### src/logic/wtba_consts.svh
`ifndef WTBA_CONSTS_SVH
`define WTBA_CONSTS_SVH

// ----------------------------------------------------------------
// register byte offsets on the apb port
// ----------------------------------------------------------------
`define WTBA_OFS_LVL_CPU 12'h000
`define WTBA_OFS_LVL_PCIE 12'h004
`define WTBA_OFS_LVL_CSR 12'h008
`define WTBA_OFS_ENABLE 12'h04c
`define WTBA_OFS_PERIOD 12'h050
`define WTBA_OFS_TOK_CPU 12'h054
`define WTBA_OFS_TOK_PCIE 12'h058
`define WTBA_OFS_TOK_CSR 12'h05c
`define WTBA_OFS_STATUS 12'h060

// ----------------------------------------------------------------
// field positions and widths
// ----------------------------------------------------------------
`define WTBA_LVL_W 4
`define WTBA_TOK_W 16
`define WTBA_EN_BIT 0
`define WTBA_ST_TOK_LSB 0
`define WTBA_ST_GNT_LSB 4

// ----------------------------------------------------------------
// reset values
// ----------------------------------------------------------------
`define WTBA_RST_LVL_CPU 4'he
`define WTBA_RST_LVL_PCIE 4'hd
`define WTBA_RST_LVL_CSR 4'hc
`define WTBA_RST_ENABLE 1'h0
`define WTBA_RST_PERIOD 16'hffff
`define WTBA_RST_TOKENS 16'h0fff

`endif

### src/logic/wtba_pkg.sv
package wtba_pkg;
  // number of bus masters: cpu, pcie bridge, csr access
  localparam int unsigned WTBA_NUM_MST = 3;

  // apb request, driven by the bus master
  typedef struct packed {
    logic [11:0] paddr;
    logic psel;
    logic penable;
    logic pwrite;
    logic [31:0] pwdata;
  } wtba_apb_req_t;

  // apb response, driven by this block
  typedef struct packed {
    logic [31:0] prdata;
    logic pready;
    logic pslverr;
  } wtba_apb_rsp_t;

  // register selected by an address
  typedef enum logic [3:0] {
    WTBA_SEL_NONE,
    WTBA_SEL_LVL0,
    WTBA_SEL_LVL1,
    WTBA_SEL_LVL2,
    WTBA_SEL_ENABLE,
    WTBA_SEL_PERIOD,
    WTBA_SEL_TOK0,
    WTBA_SEL_TOK1,
    WTBA_SEL_TOK2,
    WTBA_SEL_STATUS
  } wtba_sel_t;
endpackage

### src/logic/wtba_token_ctr.sv
`timescale 1ns/10ps
`include "wtba_consts.svh"
// one master's token counter
module wtba_token_ctr (
  // clock and reset
  input wire logic core_clk,
  input wire logic rst_n,
  // control from the arbiter
  input wire logic refresh,
  input wire logic [15:0] budget,
  input wire logic use_bus,
  // state
  output logic [15:0] tokens,
  output logic [15:0] budget_live,
  output logic has_tokens
);
  import wtba_pkg::*;

  logic [15:0] tokens_r, tokens_nxt; // tokens left this period
  logic [15:0] live_r, live_nxt; // budget latched at last refresh

  // ----------------------------------------------------------------
  // next state
  // ----------------------------------------------------------------
  always_comb begin
    tokens_nxt = tokens_r;
    live_nxt = live_r;
    if (refresh) begin
      // new budgets only land here, so a mid-period write waits
      live_nxt = budget;
      tokens_nxt = budget;
    end else if (use_bus && tokens_r != 16'h0000) begin
      tokens_nxt = 16'(tokens_r - 16'h0001);
    end
  end

  always_ff @(posedge core_clk or negedge rst_n) begin
    if (!rst_n) begin
      tokens_r <= `WTBA_RST_TOKENS;
      live_r <= `WTBA_RST_TOKENS;
    end else begin
      tokens_r <= tokens_nxt;
      live_r <= live_nxt;
    end
  end

  assign tokens = tokens_r;
  assign budget_live = live_r;
  // zero budget means unlimited, otherwise exhausted at zero
  assign has_tokens = (live_r == 16'h0000) || (tokens_r != 16'h0000);
endmodule // wtba_token_ctr

### src/logic/wtba_arbiter.sv
// The implementer's own choices: register access over APB and the register addresses.
`timescale 1ns/10ps
`include "wtba_consts.svh"
// How it works
// - enabled: reload every token counter each period
// - period length is 16 bits, resets ffff
// - each bus-use cycle outside a refresh cycle spends one token, stopping at zero; in a refresh cycle the reload wins
// - out of tokens means low priority
// - token holders beat exhausted masters at each arbitration point; an owner keeps the bus while it requests
// - one enable bit, off after reset
// - per-master 16-bit budget, resets 0fff
// - zero budget means never exhausted
// - highest 4-bit priority level wins
module wtba_arbiter
  import wtba_pkg::*;
(
  // clock and reset
  input wire logic core_clk,
  input wire logic arst_n,
  // register port
  input wire wtba_pkg::wtba_apb_req_t apb_req,
  output wtba_pkg::wtba_apb_rsp_t apb_rsp,
  // shared bus masters
  input wire logic [2:0] bus_req,
  output logic [2:0] bus_grant
);
  import wtba_pkg::*;

  // ----------------------------------------------------------------
  // reset release
  // ----------------------------------------------------------------
  logic rst_meta_r; // first stage, read only by the second
  logic rst_n; // synchronised reset used everywhere

  // release is synchronous so no flop sees a runt reset edge
  always_ff @(posedge core_clk or negedge arst_n) begin
    if (!arst_n) begin
      rst_meta_r <= 1'b0;
      rst_n <= 1'b0;
    end else begin
      rst_meta_r <= 1'b1;
      rst_n <= rst_meta_r;
    end
  end

  // ----------------------------------------------------------------
  // helper functions
  // ----------------------------------------------------------------
  // address decode, shared by the read and the write path
  function automatic wtba_sel_t decode(input logic [11:0] addr);
    wtba_sel_t s;
    s = WTBA_SEL_NONE;
    if (addr == `WTBA_OFS_LVL_CPU) begin
      s = WTBA_SEL_LVL0;
    end else if (addr == `WTBA_OFS_LVL_PCIE) begin
      s = WTBA_SEL_LVL1;
    end else if (addr == `WTBA_OFS_LVL_CSR) begin
      s = WTBA_SEL_LVL2;
    end else if (addr == `WTBA_OFS_ENABLE) begin
      s = WTBA_SEL_ENABLE;
    end else if (addr == `WTBA_OFS_PERIOD) begin
      s = WTBA_SEL_PERIOD;
    end else if (addr == `WTBA_OFS_TOK_CPU) begin
      s = WTBA_SEL_TOK0;
    end else if (addr == `WTBA_OFS_TOK_PCIE) begin
      s = WTBA_SEL_TOK1;
    end else if (addr == `WTBA_OFS_TOK_CSR) begin
      s = WTBA_SEL_TOK2;
    end else if (addr == `WTBA_OFS_STATUS) begin
      s = WTBA_SEL_STATUS;
    end
    return s;
  endfunction

  // pick the winner: token class first, then level, then lowest index
  function automatic logic [2:0] pick(
    input logic [2:0] req,
    input logic [2:0] tok_ok,
    input logic [11:0] lvls
  );
    logic [4:0] best;
    logic [4:0] score;
    logic [2:0] win;
    best = 5'h00;
    win = 3'b000;
    for (int i = 0; i < 3; i++) begin
      // token bit on top keeps holders ahead of exhausted ones
      score = {tok_ok[i], lvls[i*4 +: 4]};
      if (req[i] && (win == 3'b000 || score > best)) begin
        best = score;
        win = 3'b000;
        win[i] = 1'b1;
      end
    end
    return win;
  endfunction

  // ----------------------------------------------------------------
  // register file
  // ----------------------------------------------------------------
  logic [3:0] lvl_r [3]; // fixed priority levels
  logic [3:0] lvl_nxt [3];
  logic enable_r, enable_nxt; // weighted-token scheme on
  logic [15:0] period_r, period_nxt; // refresh period length
  logic [15:0] budget_r [3]; // token budgets as software wrote them
  logic [15:0] budget_nxt [3];
  logic [31:0] prdata_r, prdata_nxt; // read data, set in setup phase
  logic pready_r, pready_nxt; // answer in the first access cycle
  logic pslverr_r, pslverr_nxt; // unmapped address
  logic [2:0] tok_ok; // per-master token class
  logic [2:0] grant_r, grant_nxt; // current bus owner, one-hot
  wtba_sel_t sel; // register under the current address
  logic wr_take; // write lands this edge

  assign sel = decode(apb_req.paddr);
  assign wr_take = apb_req.psel && apb_req.penable && pready_r && apb_req.pwrite;

  // register next values and the read answer
  always_comb begin
    lvl_nxt = lvl_r;
    enable_nxt = enable_r;
    period_nxt = period_r;
    budget_nxt = budget_r;
    prdata_nxt = prdata_r;
    pslverr_nxt = 1'b0;
    pready_nxt = 1'b0;
    // setup phase: prepare the answer so data comes from flops
    if (apb_req.psel && !apb_req.penable) begin
      pready_nxt = 1'b1;
      pslverr_nxt = (sel == WTBA_SEL_NONE);
      prdata_nxt = 32'h0000_0000;
      if (!apb_req.pwrite) begin
        if (sel == WTBA_SEL_LVL0) begin
          prdata_nxt[3:0] = lvl_r[0];
        end else if (sel == WTBA_SEL_LVL1) begin
          prdata_nxt[3:0] = lvl_r[1];
        end else if (sel == WTBA_SEL_LVL2) begin
          prdata_nxt[3:0] = lvl_r[2];
        end else if (sel == WTBA_SEL_ENABLE) begin
          prdata_nxt[`WTBA_EN_BIT] = enable_r;
        end else if (sel == WTBA_SEL_PERIOD) begin
          prdata_nxt[15:0] = period_r;
        end else if (sel == WTBA_SEL_TOK0) begin
          prdata_nxt[15:0] = budget_r[0];
        end else if (sel == WTBA_SEL_TOK1) begin
          prdata_nxt[15:0] = budget_r[1];
        end else if (sel == WTBA_SEL_TOK2) begin
          prdata_nxt[15:0] = budget_r[2];
        end else if (sel == WTBA_SEL_STATUS) begin
          // live view of token classes and the bus owner
          prdata_nxt[`WTBA_ST_TOK_LSB +: 3] = tok_ok;
          prdata_nxt[`WTBA_ST_GNT_LSB +: 3] = grant_r;
        end
      end
    end
    // writes take effect only at the completing edge
    if (wr_take) begin
      if (sel == WTBA_SEL_LVL0) begin
        lvl_nxt[0] = apb_req.pwdata[3:0];
      end else if (sel == WTBA_SEL_LVL1) begin
        lvl_nxt[1] = apb_req.pwdata[3:0];
      end else if (sel == WTBA_SEL_LVL2) begin
        lvl_nxt[2] = apb_req.pwdata[3:0];
      end else if (sel == WTBA_SEL_ENABLE) begin
        enable_nxt = apb_req.pwdata[`WTBA_EN_BIT];
      end else if (sel == WTBA_SEL_PERIOD) begin
        period_nxt = apb_req.pwdata[15:0];
      end else if (sel == WTBA_SEL_TOK0) begin
        budget_nxt[0] = apb_req.pwdata[15:0];
      end else if (sel == WTBA_SEL_TOK1) begin
        budget_nxt[1] = apb_req.pwdata[15:0];
      end else if (sel == WTBA_SEL_TOK2) begin
        budget_nxt[2] = apb_req.pwdata[15:0];
      end
    end
  end

  // register storage, reset to the documented defaults
  always_ff @(posedge core_clk or negedge rst_n) begin
    if (!rst_n) begin
      lvl_r[0] <= `WTBA_RST_LVL_CPU;
      lvl_r[1] <= `WTBA_RST_LVL_PCIE;
      lvl_r[2] <= `WTBA_RST_LVL_CSR;
      enable_r <= `WTBA_RST_ENABLE;
      period_r <= `WTBA_RST_PERIOD;
      for (int i = 0; i < 3; i++) begin
        budget_r[i] <= `WTBA_RST_TOKENS;
      end
      prdata_r <= 32'h0000_0000;
      pready_r <= 1'b0;
      pslverr_r <= 1'b0;
    end else begin
      lvl_r <= lvl_nxt;
      enable_r <= enable_nxt;
      period_r <= period_nxt;
      budget_r <= budget_nxt;
      prdata_r <= prdata_nxt;
      pready_r <= pready_nxt;
      pslverr_r <= pslverr_nxt;
    end
  end

  assign apb_rsp.prdata = prdata_r;
  assign apb_rsp.pready = pready_r;
  assign apb_rsp.pslverr = pslverr_r;

  // ----------------------------------------------------------------
  // refresh period
  // ----------------------------------------------------------------
  logic [15:0] per_cnt_r, per_cnt_nxt; // cycles left in this period
  logic enable_d_r, enable_d_nxt; // enable one cycle ago
  logic refresh; // start of a new period

  // a fresh enable starts a period at once, so no stale counts linger
  assign refresh = enable_r && (!enable_d_r || per_cnt_r == 16'h0000);

  always_comb begin
    enable_d_nxt = enable_r;
    per_cnt_nxt = per_cnt_r;
    if (refresh) begin
      // period 0 behaves as 1: a refresh every cycle
      per_cnt_nxt = (period_r == 16'h0000) ? 16'h0000
                                           : 16'(period_r - 16'h0001);
    end else if (enable_r) begin
      per_cnt_nxt = 16'(per_cnt_r - 16'h0001);
    end
  end

  always_ff @(posedge core_clk or negedge rst_n) begin
    if (!rst_n) begin
      per_cnt_r <= 16'h0000;
      enable_d_r <= 1'b0;
    end else begin
      per_cnt_r <= per_cnt_nxt;
      enable_d_r <= enable_d_nxt;
    end
  end

  // ----------------------------------------------------------------
  // token counters, one per master
  // ----------------------------------------------------------------
  logic [2:0] use_bus; // owner still requesting: a bus-use cycle
  logic [2:0] has_tok; // raw token state from the counters
  logic [15:0] tokens [3]; // tokens left, for checking
  logic [15:0] live [3]; // budgets in force, for checking

  assign use_bus = grant_r & bus_req & {3{enable_r}};
  // disabled scheme puts every master in one class
  assign tok_ok = enable_r ? has_tok : 3'b111;

  for (genvar g = 0; g < 3; g++) begin : g_tok
    wtba_token_ctr u_ctr (
      .core_clk(core_clk),
      .rst_n(rst_n),
      .refresh(refresh),
      .budget(budget_r[g]),
      .use_bus(use_bus[g]),
      .tokens(tokens[g]),
      .budget_live(live[g]),
      .has_tokens(has_tok[g])
    );
  end

  // ----------------------------------------------------------------
  // grant
  // ----------------------------------------------------------------
  logic arb; // arbitration point: bus free or owner let go

  // the owner keeps the bus while it requests; demotion shows at the
  // next arbitration point, never by pulling a grant mid-transfer
  assign arb = (grant_r & bus_req) == 3'b000;

  always_comb begin
    grant_nxt = grant_r;
    if (arb) begin
      grant_nxt = pick(bus_req, tok_ok, {lvl_r[2], lvl_r[1], lvl_r[0]});
    end
  end

  always_ff @(posedge core_clk or negedge rst_n) begin
    if (!rst_n) begin
      grant_r <= 3'b000;
    end else begin
      grant_r <= grant_nxt;
    end
  end

  assign bus_grant = grant_r;
endmodule // wtba_arbiter

### config.mk
export PLATFORM = sky130hd
export DESIGN_NAME = wtba_arbiter
export DESIGN_NICKNAME = d
export VERILOG_FILES = /design/src/logic/wtba_pkg.sv /design/src/logic/wtba_token_ctr.sv /design/src/logic/wtba_arbiter.sv
export VERILOG_INCLUDE_DIRS = /design/src /design/src/logic
export SDC_FILE = /design/constraint.sdc
export NUM_CORES = 1
export LEC_CHECK = 0
export BUFFER_PORTS_ARGS = -buffer_cell sky130_fd_sc_hd__clkbuf_2
export CAP_MARGIN = 20
export CORE_MARGIN = 3
export CORE_UTILIZATION = 48
export CTS_BUF_LIST = sky130_fd_sc_hd__clkbuf_16
export DETAILED_ROUTE_END_ITERATION = 16
export PLACE_DENSITY = 0.69
export SKIP_CTS_REPAIR_TIMING = 1
export SLEW_MARGIN = 0
export SYNTH_ARGS = -nofsm -noshare
export SYNTH_HDL_FRONTEND = slang
export SYNTH_SLANG_ARGS = --single-unit
### constraint.sdc
create_clock -name core_clk -period 5.7 [get_ports core_clk]
set_clock_uncertainty 0.2 [all_clocks]
set_input_delay 0.285 -clock core_clk [delete_from_list [all_inputs] [get_ports core_clk]]
set_output_delay 0.285 -clock core_clk [all_outputs]
set_load 0.02 [all_outputs]
Yosys cells after proc, flatten, opt, wreduce, memory -nomap -nowiden --
Index checks and enable logic that the tools add are counted.
Word-level totals: flip-flop bits (word level) 213, input bits 52, word-level logic and storage cells 146
Cells by class: add/sub/neg operators 5, magnitude comparators 2, equal/unequal tests 17, muxes and demuxes 48, bitwise gates (word level) 9, reductions and logical operators 43
Operator list (count):
- $mux W16 | 13
- $logic_not A16 Y1 | 5
- $sub A16 B1 Y16 const B | 5
- $eq A12 B7 Y1 const B | 6
- $mux W4 | 12
- $reduce_bool A16 Y1 | 3
- $mux W12 | 3
- $mux W3 | 9
- $mux W5 | 4
- $eq A4 B3 Y1 const B | 4
- $mux W15 | 1
- $eq A12 B3 Y1 const B | 1
- $eq A12 B4 Y1 const B | 1
- $logic_not A12 Y1 | 1
- $gt A5 B5 Y1 | 2
- $logic_and A1 B1 Y1 | 10
- $logic_not A3 Y1 | 3
- $mux W9 | 1
- $reduce_and A9 Y1 | 1
- $eq A4 B2 Y1 const B | 2
- $eq A4 B4 Y1 const B | 2
- $reduce_and A8 Y1 | 1
- $reduce_bool A2 Y1 | 4
- $not A1 Y1 | 7
- other kinds (12) | 23

Depth between registers and ports, before layout --
depth in word-level cells 21, depth in mapped cells 20

Cells and area by module --
From an unflattened synthesis, not the netlist that was laid out.
Second synthesis, totals: cells, all modules 1156, area total of the unflattened synthesis 11706.2 um2
Modules (own cells, without submodules):
- wtba_arbiter | instances 1, cells an instance 646, area each 6695.2 um2
- wtba_token_ctr | instances 3, cells an instance 170, area each 1670.4 um2

Worst setup path before layout --
Ideal clock, no wire load.
path kind flip-flop to flip-flop, start point register g_tok[1].u_ctr.tokens_r[6], end point register grant_r[0] (netlist: bus_grant[0]), arrival 3.670 ns, data required time 5.390 ns, setup slack 1.720 ns, stages on the path, launching flop included 18, path buffers 1, cell sequence dfstp_2 or4_1 nor3_1 and3_1 nand3_1 ha_1 nand3_1 o21bai_1 a21oi_1 clkbuf_1 nor2_1 a21oi_1 ha_1 nor2b_1 o21a_1 o211ai_1 a21oi_1 o41ai_1
Between the ends: word-level cells in the longest chain between the ends 12
RTL lines:
- from (decl) | RTL line wtba_token_ctr.sv:19 | logic [15:0] tokens_r, tokens_nxt;
- from (signal assigned) | RTL line wtba_token_ctr.sv:39 | tokens_r <= `WTBA_RST_TOKENS;
- from (signal assigned) | RTL line wtba_token_ctr.sv:42 | tokens_r <= tokens_nxt;
- $reduce_bool A16 Y1 * | RTL line wtba_token_ctr.sv:50 | assign has_tokens = (live_r == 16'h0000) || (tokens_r != 16'h0000);
- $logic_or A1 B1 Y1 * | RTL line wtba_token_ctr.sv:50
- $mux W3 * | RTL line wtba_arbiter.sv:249 | assign tok_ok = enable_r ? has_tok : 3'b111;
- $gt A5 B5 Y1 | RTL line wtba_arbiter.sv:89 | if (req[i] && (win == 3'b000 || score > best)) begin
- $logic_or A1 B1 Y1 | RTL line wtba_arbiter.sv:89
- $logic_and A1 B1 Y1 | RTL line wtba_arbiter.sv:89
- $mux W5 or $mux W3 (tied branches) | RTL line wtba_arbiter.sv:89
- $mux W5 or $mux W3 (tied branches) | RTL line wtba_arbiter.sv:275 | if (arb) begin
- $gt A5 B5 Y1 or $logic_not A3 Y1 (tied branches) | RTL line wtba_arbiter.sv:89
- $logic_or A1 B1 Y1 | RTL line wtba_arbiter.sv:89
- $logic_and A1 B1 Y1 | RTL line wtba_arbiter.sv:89
- $mux W3 * | RTL line wtba_arbiter.sv:89
- to (signal assigned) | RTL line wtba_arbiter.sv:284 | grant_r <= grant_nxt;
- to (decl) | RTL line wtba_arbiter.sv:111 | logic [2:0] grant_r, grant_nxt;
Mark *: on every way between the ends. The rest lies on a longest branch, timed or not. The select of a mux whose other input is x is not followed. A chain may end at the register's enable or synchronous reset.

Final worst setup path --
start point register g_tok[1].u_ctr.tokens_r[4], end point register grant_r[2] (netlist: bus_grant[2])
Same word-level chain as after synthesis.

==> run_results.csv <==
group,metric,value,unit
logic_synthesis,synth_area,11200,um2
logic_synthesis,synth_area_leaders,"dfstp_2 (31%), dfrtp_1 (18%), mux2_2 (7.9%), nand2_1 (7.6%), o21ai_0 (2.5%)",
route,routedWlPerCell,20.1,um
logic_synthesis,synth.ff_latch_count,213,
power_and_ir_drop,peakVddDrop,0.000311,V
clocking,numCtsBuffers,24,
setup_path,start_kind,"register",
setup_path,path_common_cell,"a21oi_1",
global_routing,grt_usage,0.240,
flow_run,maxCapViolations,0,
setup_path,criticalPathCategory,"reg -> reg",
route,routed_wl,30.7,mm
clocking,cts_tree,"yes",
logic_synthesis,yosysUniqueCellTypes,75,
place,place.detailed.hpwl,21.6,mm
sta,fin_setup_tns,0,ns
global_routing,grt_antenna_before_repair,0,
cells_and_area,syn2layout_area_growth,12.9,%
setup_path,arrival,5.44,ns
logic_synthesis,synth_top_area_share,0.309,
route,drcViolationCount,0,
sta,rsz0062_at_grt,"false",
run_status,violations,"negative hold slack",
power_and_ir_drop,power.density,253,nW/um2
sta,hold_slack,-0.0465,ns
cells_and_area,fillers,2058,
logic_synthesis,yosys_warnings,0,
power_and_ir_drop,p_leak,5.48,nW
die,rows,55,
min_path,min_path_type,"in -> reg",
cells_and_area,final-seq-area,5500,um2
sta,worst_slew_pin_slew,1.03,ns
die,initial_core_util,0.492,
cells_and_area,drive_above_1_share,0.278,
setup_path,critical_path_buf_inv_count,1,
cells_and_area,antenna_cells,0,
logic_synthesis,netlist_instances,1138,
setup_path,crit_slowest_cell,"a21oi_1",
logic_synthesis,syn_avg_cell_area,9.88,um2
clocking,clock_path_buffers,3,
route,drt-initial-drc-count,716,
route,ant_nets,0,
clocking,insertion_delay,0.52,ns
setup_path,cp_slowest_stage_delay,0.65,ns
run_status,status,"finished, violations left",
place,port_buffers,56,
global_routing,grt_pass1_vias,8856,
logic_synthesis,synth_ff_type,"dfstp_2",
logic_synthesis,ys_top_cells_by_count,"nand2_1 (228), dfstp_2 (132), dfrtp_1 (81)",
route,vias,9149,
die,die_y,159,um
die,die_w,159,um
global_routing,grt_pass1_wl,49.3,mm
die,die_area,25300,um2
sta,setup_violations,0,
clocking,htree_levels,1,
global_routing,overflow,0,
cells_and_area,utilization,0.556,
sta,drv_slew,0,
setup_path,crit_required,5.89,ns
setup_path,path_cells,"or4_1 -> nor3_1 -> and3_1 -> nand3_1 -> ha_1 -> nand3_1 -> o21bai_1 -> a21oi_1 -> nor2_1 -> a21oi_1 -> ha_1 -> nor2b_1 -> o21a_1 -> o211ai_1 -> a21oi_1 -> nor3_1 -> nor2_1 -> dlygate4sd3_1",
sta,timing.fmax,191,MHz
setup_path,cp_top_family,"simple AND/OR/NAND/NOR gates",
route,first_pass_iters,5,
cells_and_area,multi_input_area,5380,um2
setup_path,cp_max_fo,11,
die,core,22800,um2
cells_and_area,nets,1267,
sta,relSlewSlack,0.309,
sta,final.min_clock_period,5.25,ns
setup_path,cp-end-kind,"register",
global_routing,grt_max_degree,101,
logic_synthesis,synth.most_common_cell,"nand2_1",
clocking,clk_pin_slew_worst_paths,0.06,ns
logic_synthesis,synthArstFlopShare,1.00,
place,globalplace.congestion,0.905,
logic_synthesis,synth_top_area_cell,"dfstp_2",
sta,finalHoldViolCount,7,
logic_synthesis,synth-edff-count,0,
clocking,cts_root_buf,"clkbuf_16",
die,pin_count,89,
route,drt-vias-per-instance,5.98,
sta,finalCritPeriodShare,0.921,
clocking,cts_sinks,213,
logic_synthesis,synth.yosys.seq_area_share,0.489,
==> cell type report <==
| cell class | count | share of cell area |
|---|---|---|
| sequential | 213 | 0.433 |
| inverter | 22 | 0.00651 |
| clock inverter | 19 | 0.0105 |
| timing repair buffer | 86 | 0.0457 |
| multi-input combinational | 851 | 0.424 |
| tap | 313 | 0.0308 |
| clock buffer | 25 | 0.0493 |
==> stage by stage <==
step,area [um2],setup WS [ns],total power (W),cells,hold slack (ns)
floorplan,11300,1.72,0.00166,1153,-0.211
global placement,11700,1.13,0.00172,1467,-0.129
detailed placement,11700,0.964,0.00172,1467,-0.128
CTS,12500,0.951,0.00323,1511,-0.666
global route,12700,0.0440,0.00331,1529,0.00340
finish,12700,0.451,0.00321,1529,-0.0465
==> registers in the layout, indices dropped and copies added (netlist names), 3 cells and up <==
signal,count
budget_r,48
g_tok.u_ctr.budget_live,48
g_tok.u_ctr.tokens,48
per_cnt_r,16
period_r,16
prdata_r,16
lvl_r,12
bus_grant,3
==> layer usage <==
| metal | part of all wire | GRT usage |
|---|---|---|
| met5 | 0 | 0 |
| met4 | 0.029 | 0.0684 |
| met3 | 0.063 | 0.0356 |
| met2 | 0.47 | 0.385 |
| met1 | 0.44 | 0.340 |
==> where the power goes <==
part / total, W / switching [W] / internal (W) / leakage, nW
Clock: 0.00150 / 0.000624 / 0.000879 / 0.391
Combinational: 0.000164 / 0.000113 / 0.0000510 / 2.66
Sequential: 0.00155 / 0.0000195 / 0.00153 / 2.42
==> final timing paths <==
path / from / endpoint / slack (ns) / cells after the start
setup / recovery: g_tok[1].u_ctr.tokens[4] / bus_grant[2] / 0.45 / 18
min in group asynchronous: rst_n / bus_grant[2] / 0.06 / 0
setup reg to reg: g_tok[1].u_ctr.tokens[4] / bus_grant[2] / 0.45 / 18
hold / removal: apb_req[32] / prdata_r[0] / -0.05 / 4
hold reg to reg: rst_n / bus_grant[2] / 0.06 / 0
max in group asynchronous: rst_n / g_tok[2].u_ctr.tokens[7] / 4.25 / 2
==> cells by family after synthesis <==
group / after synthesis / synth area share
buf+inv: 89 / 0.0383
fa+ha+maj: 17 / 0.0189
mux: 98 / 0.0972
compound gates: 221 / 0.133
flops: 213 / 0.489
xor+xnor: 13 / 0.0101
simple gates: 485 / 0.213
other cells: 2 / 0.000668
==> layout by cell type (no fill, tap or decap), types with 18 or more instances in the layout <==
cell and count:
dfrtp_1 80, nor2_1 49, clkbuf_16 25, clkbuf_2 56
mux2i_1 18, inv_1 29, nor4_1 29, nor3_1 36
a21oi_1 42, dfstp_2 132, o211ai_1 18, mux2_2 79
nand2_1 228, nand3_1 37, o21ai_0 56
==> tightest hold or removal path, cell delays in order <==
cell	delay, ns
clkbuf_2	0.11
nor3_1	0.05
o221ai_1	0.07
o21ai_0	0.10
Power figures use the tool's default switching activity.
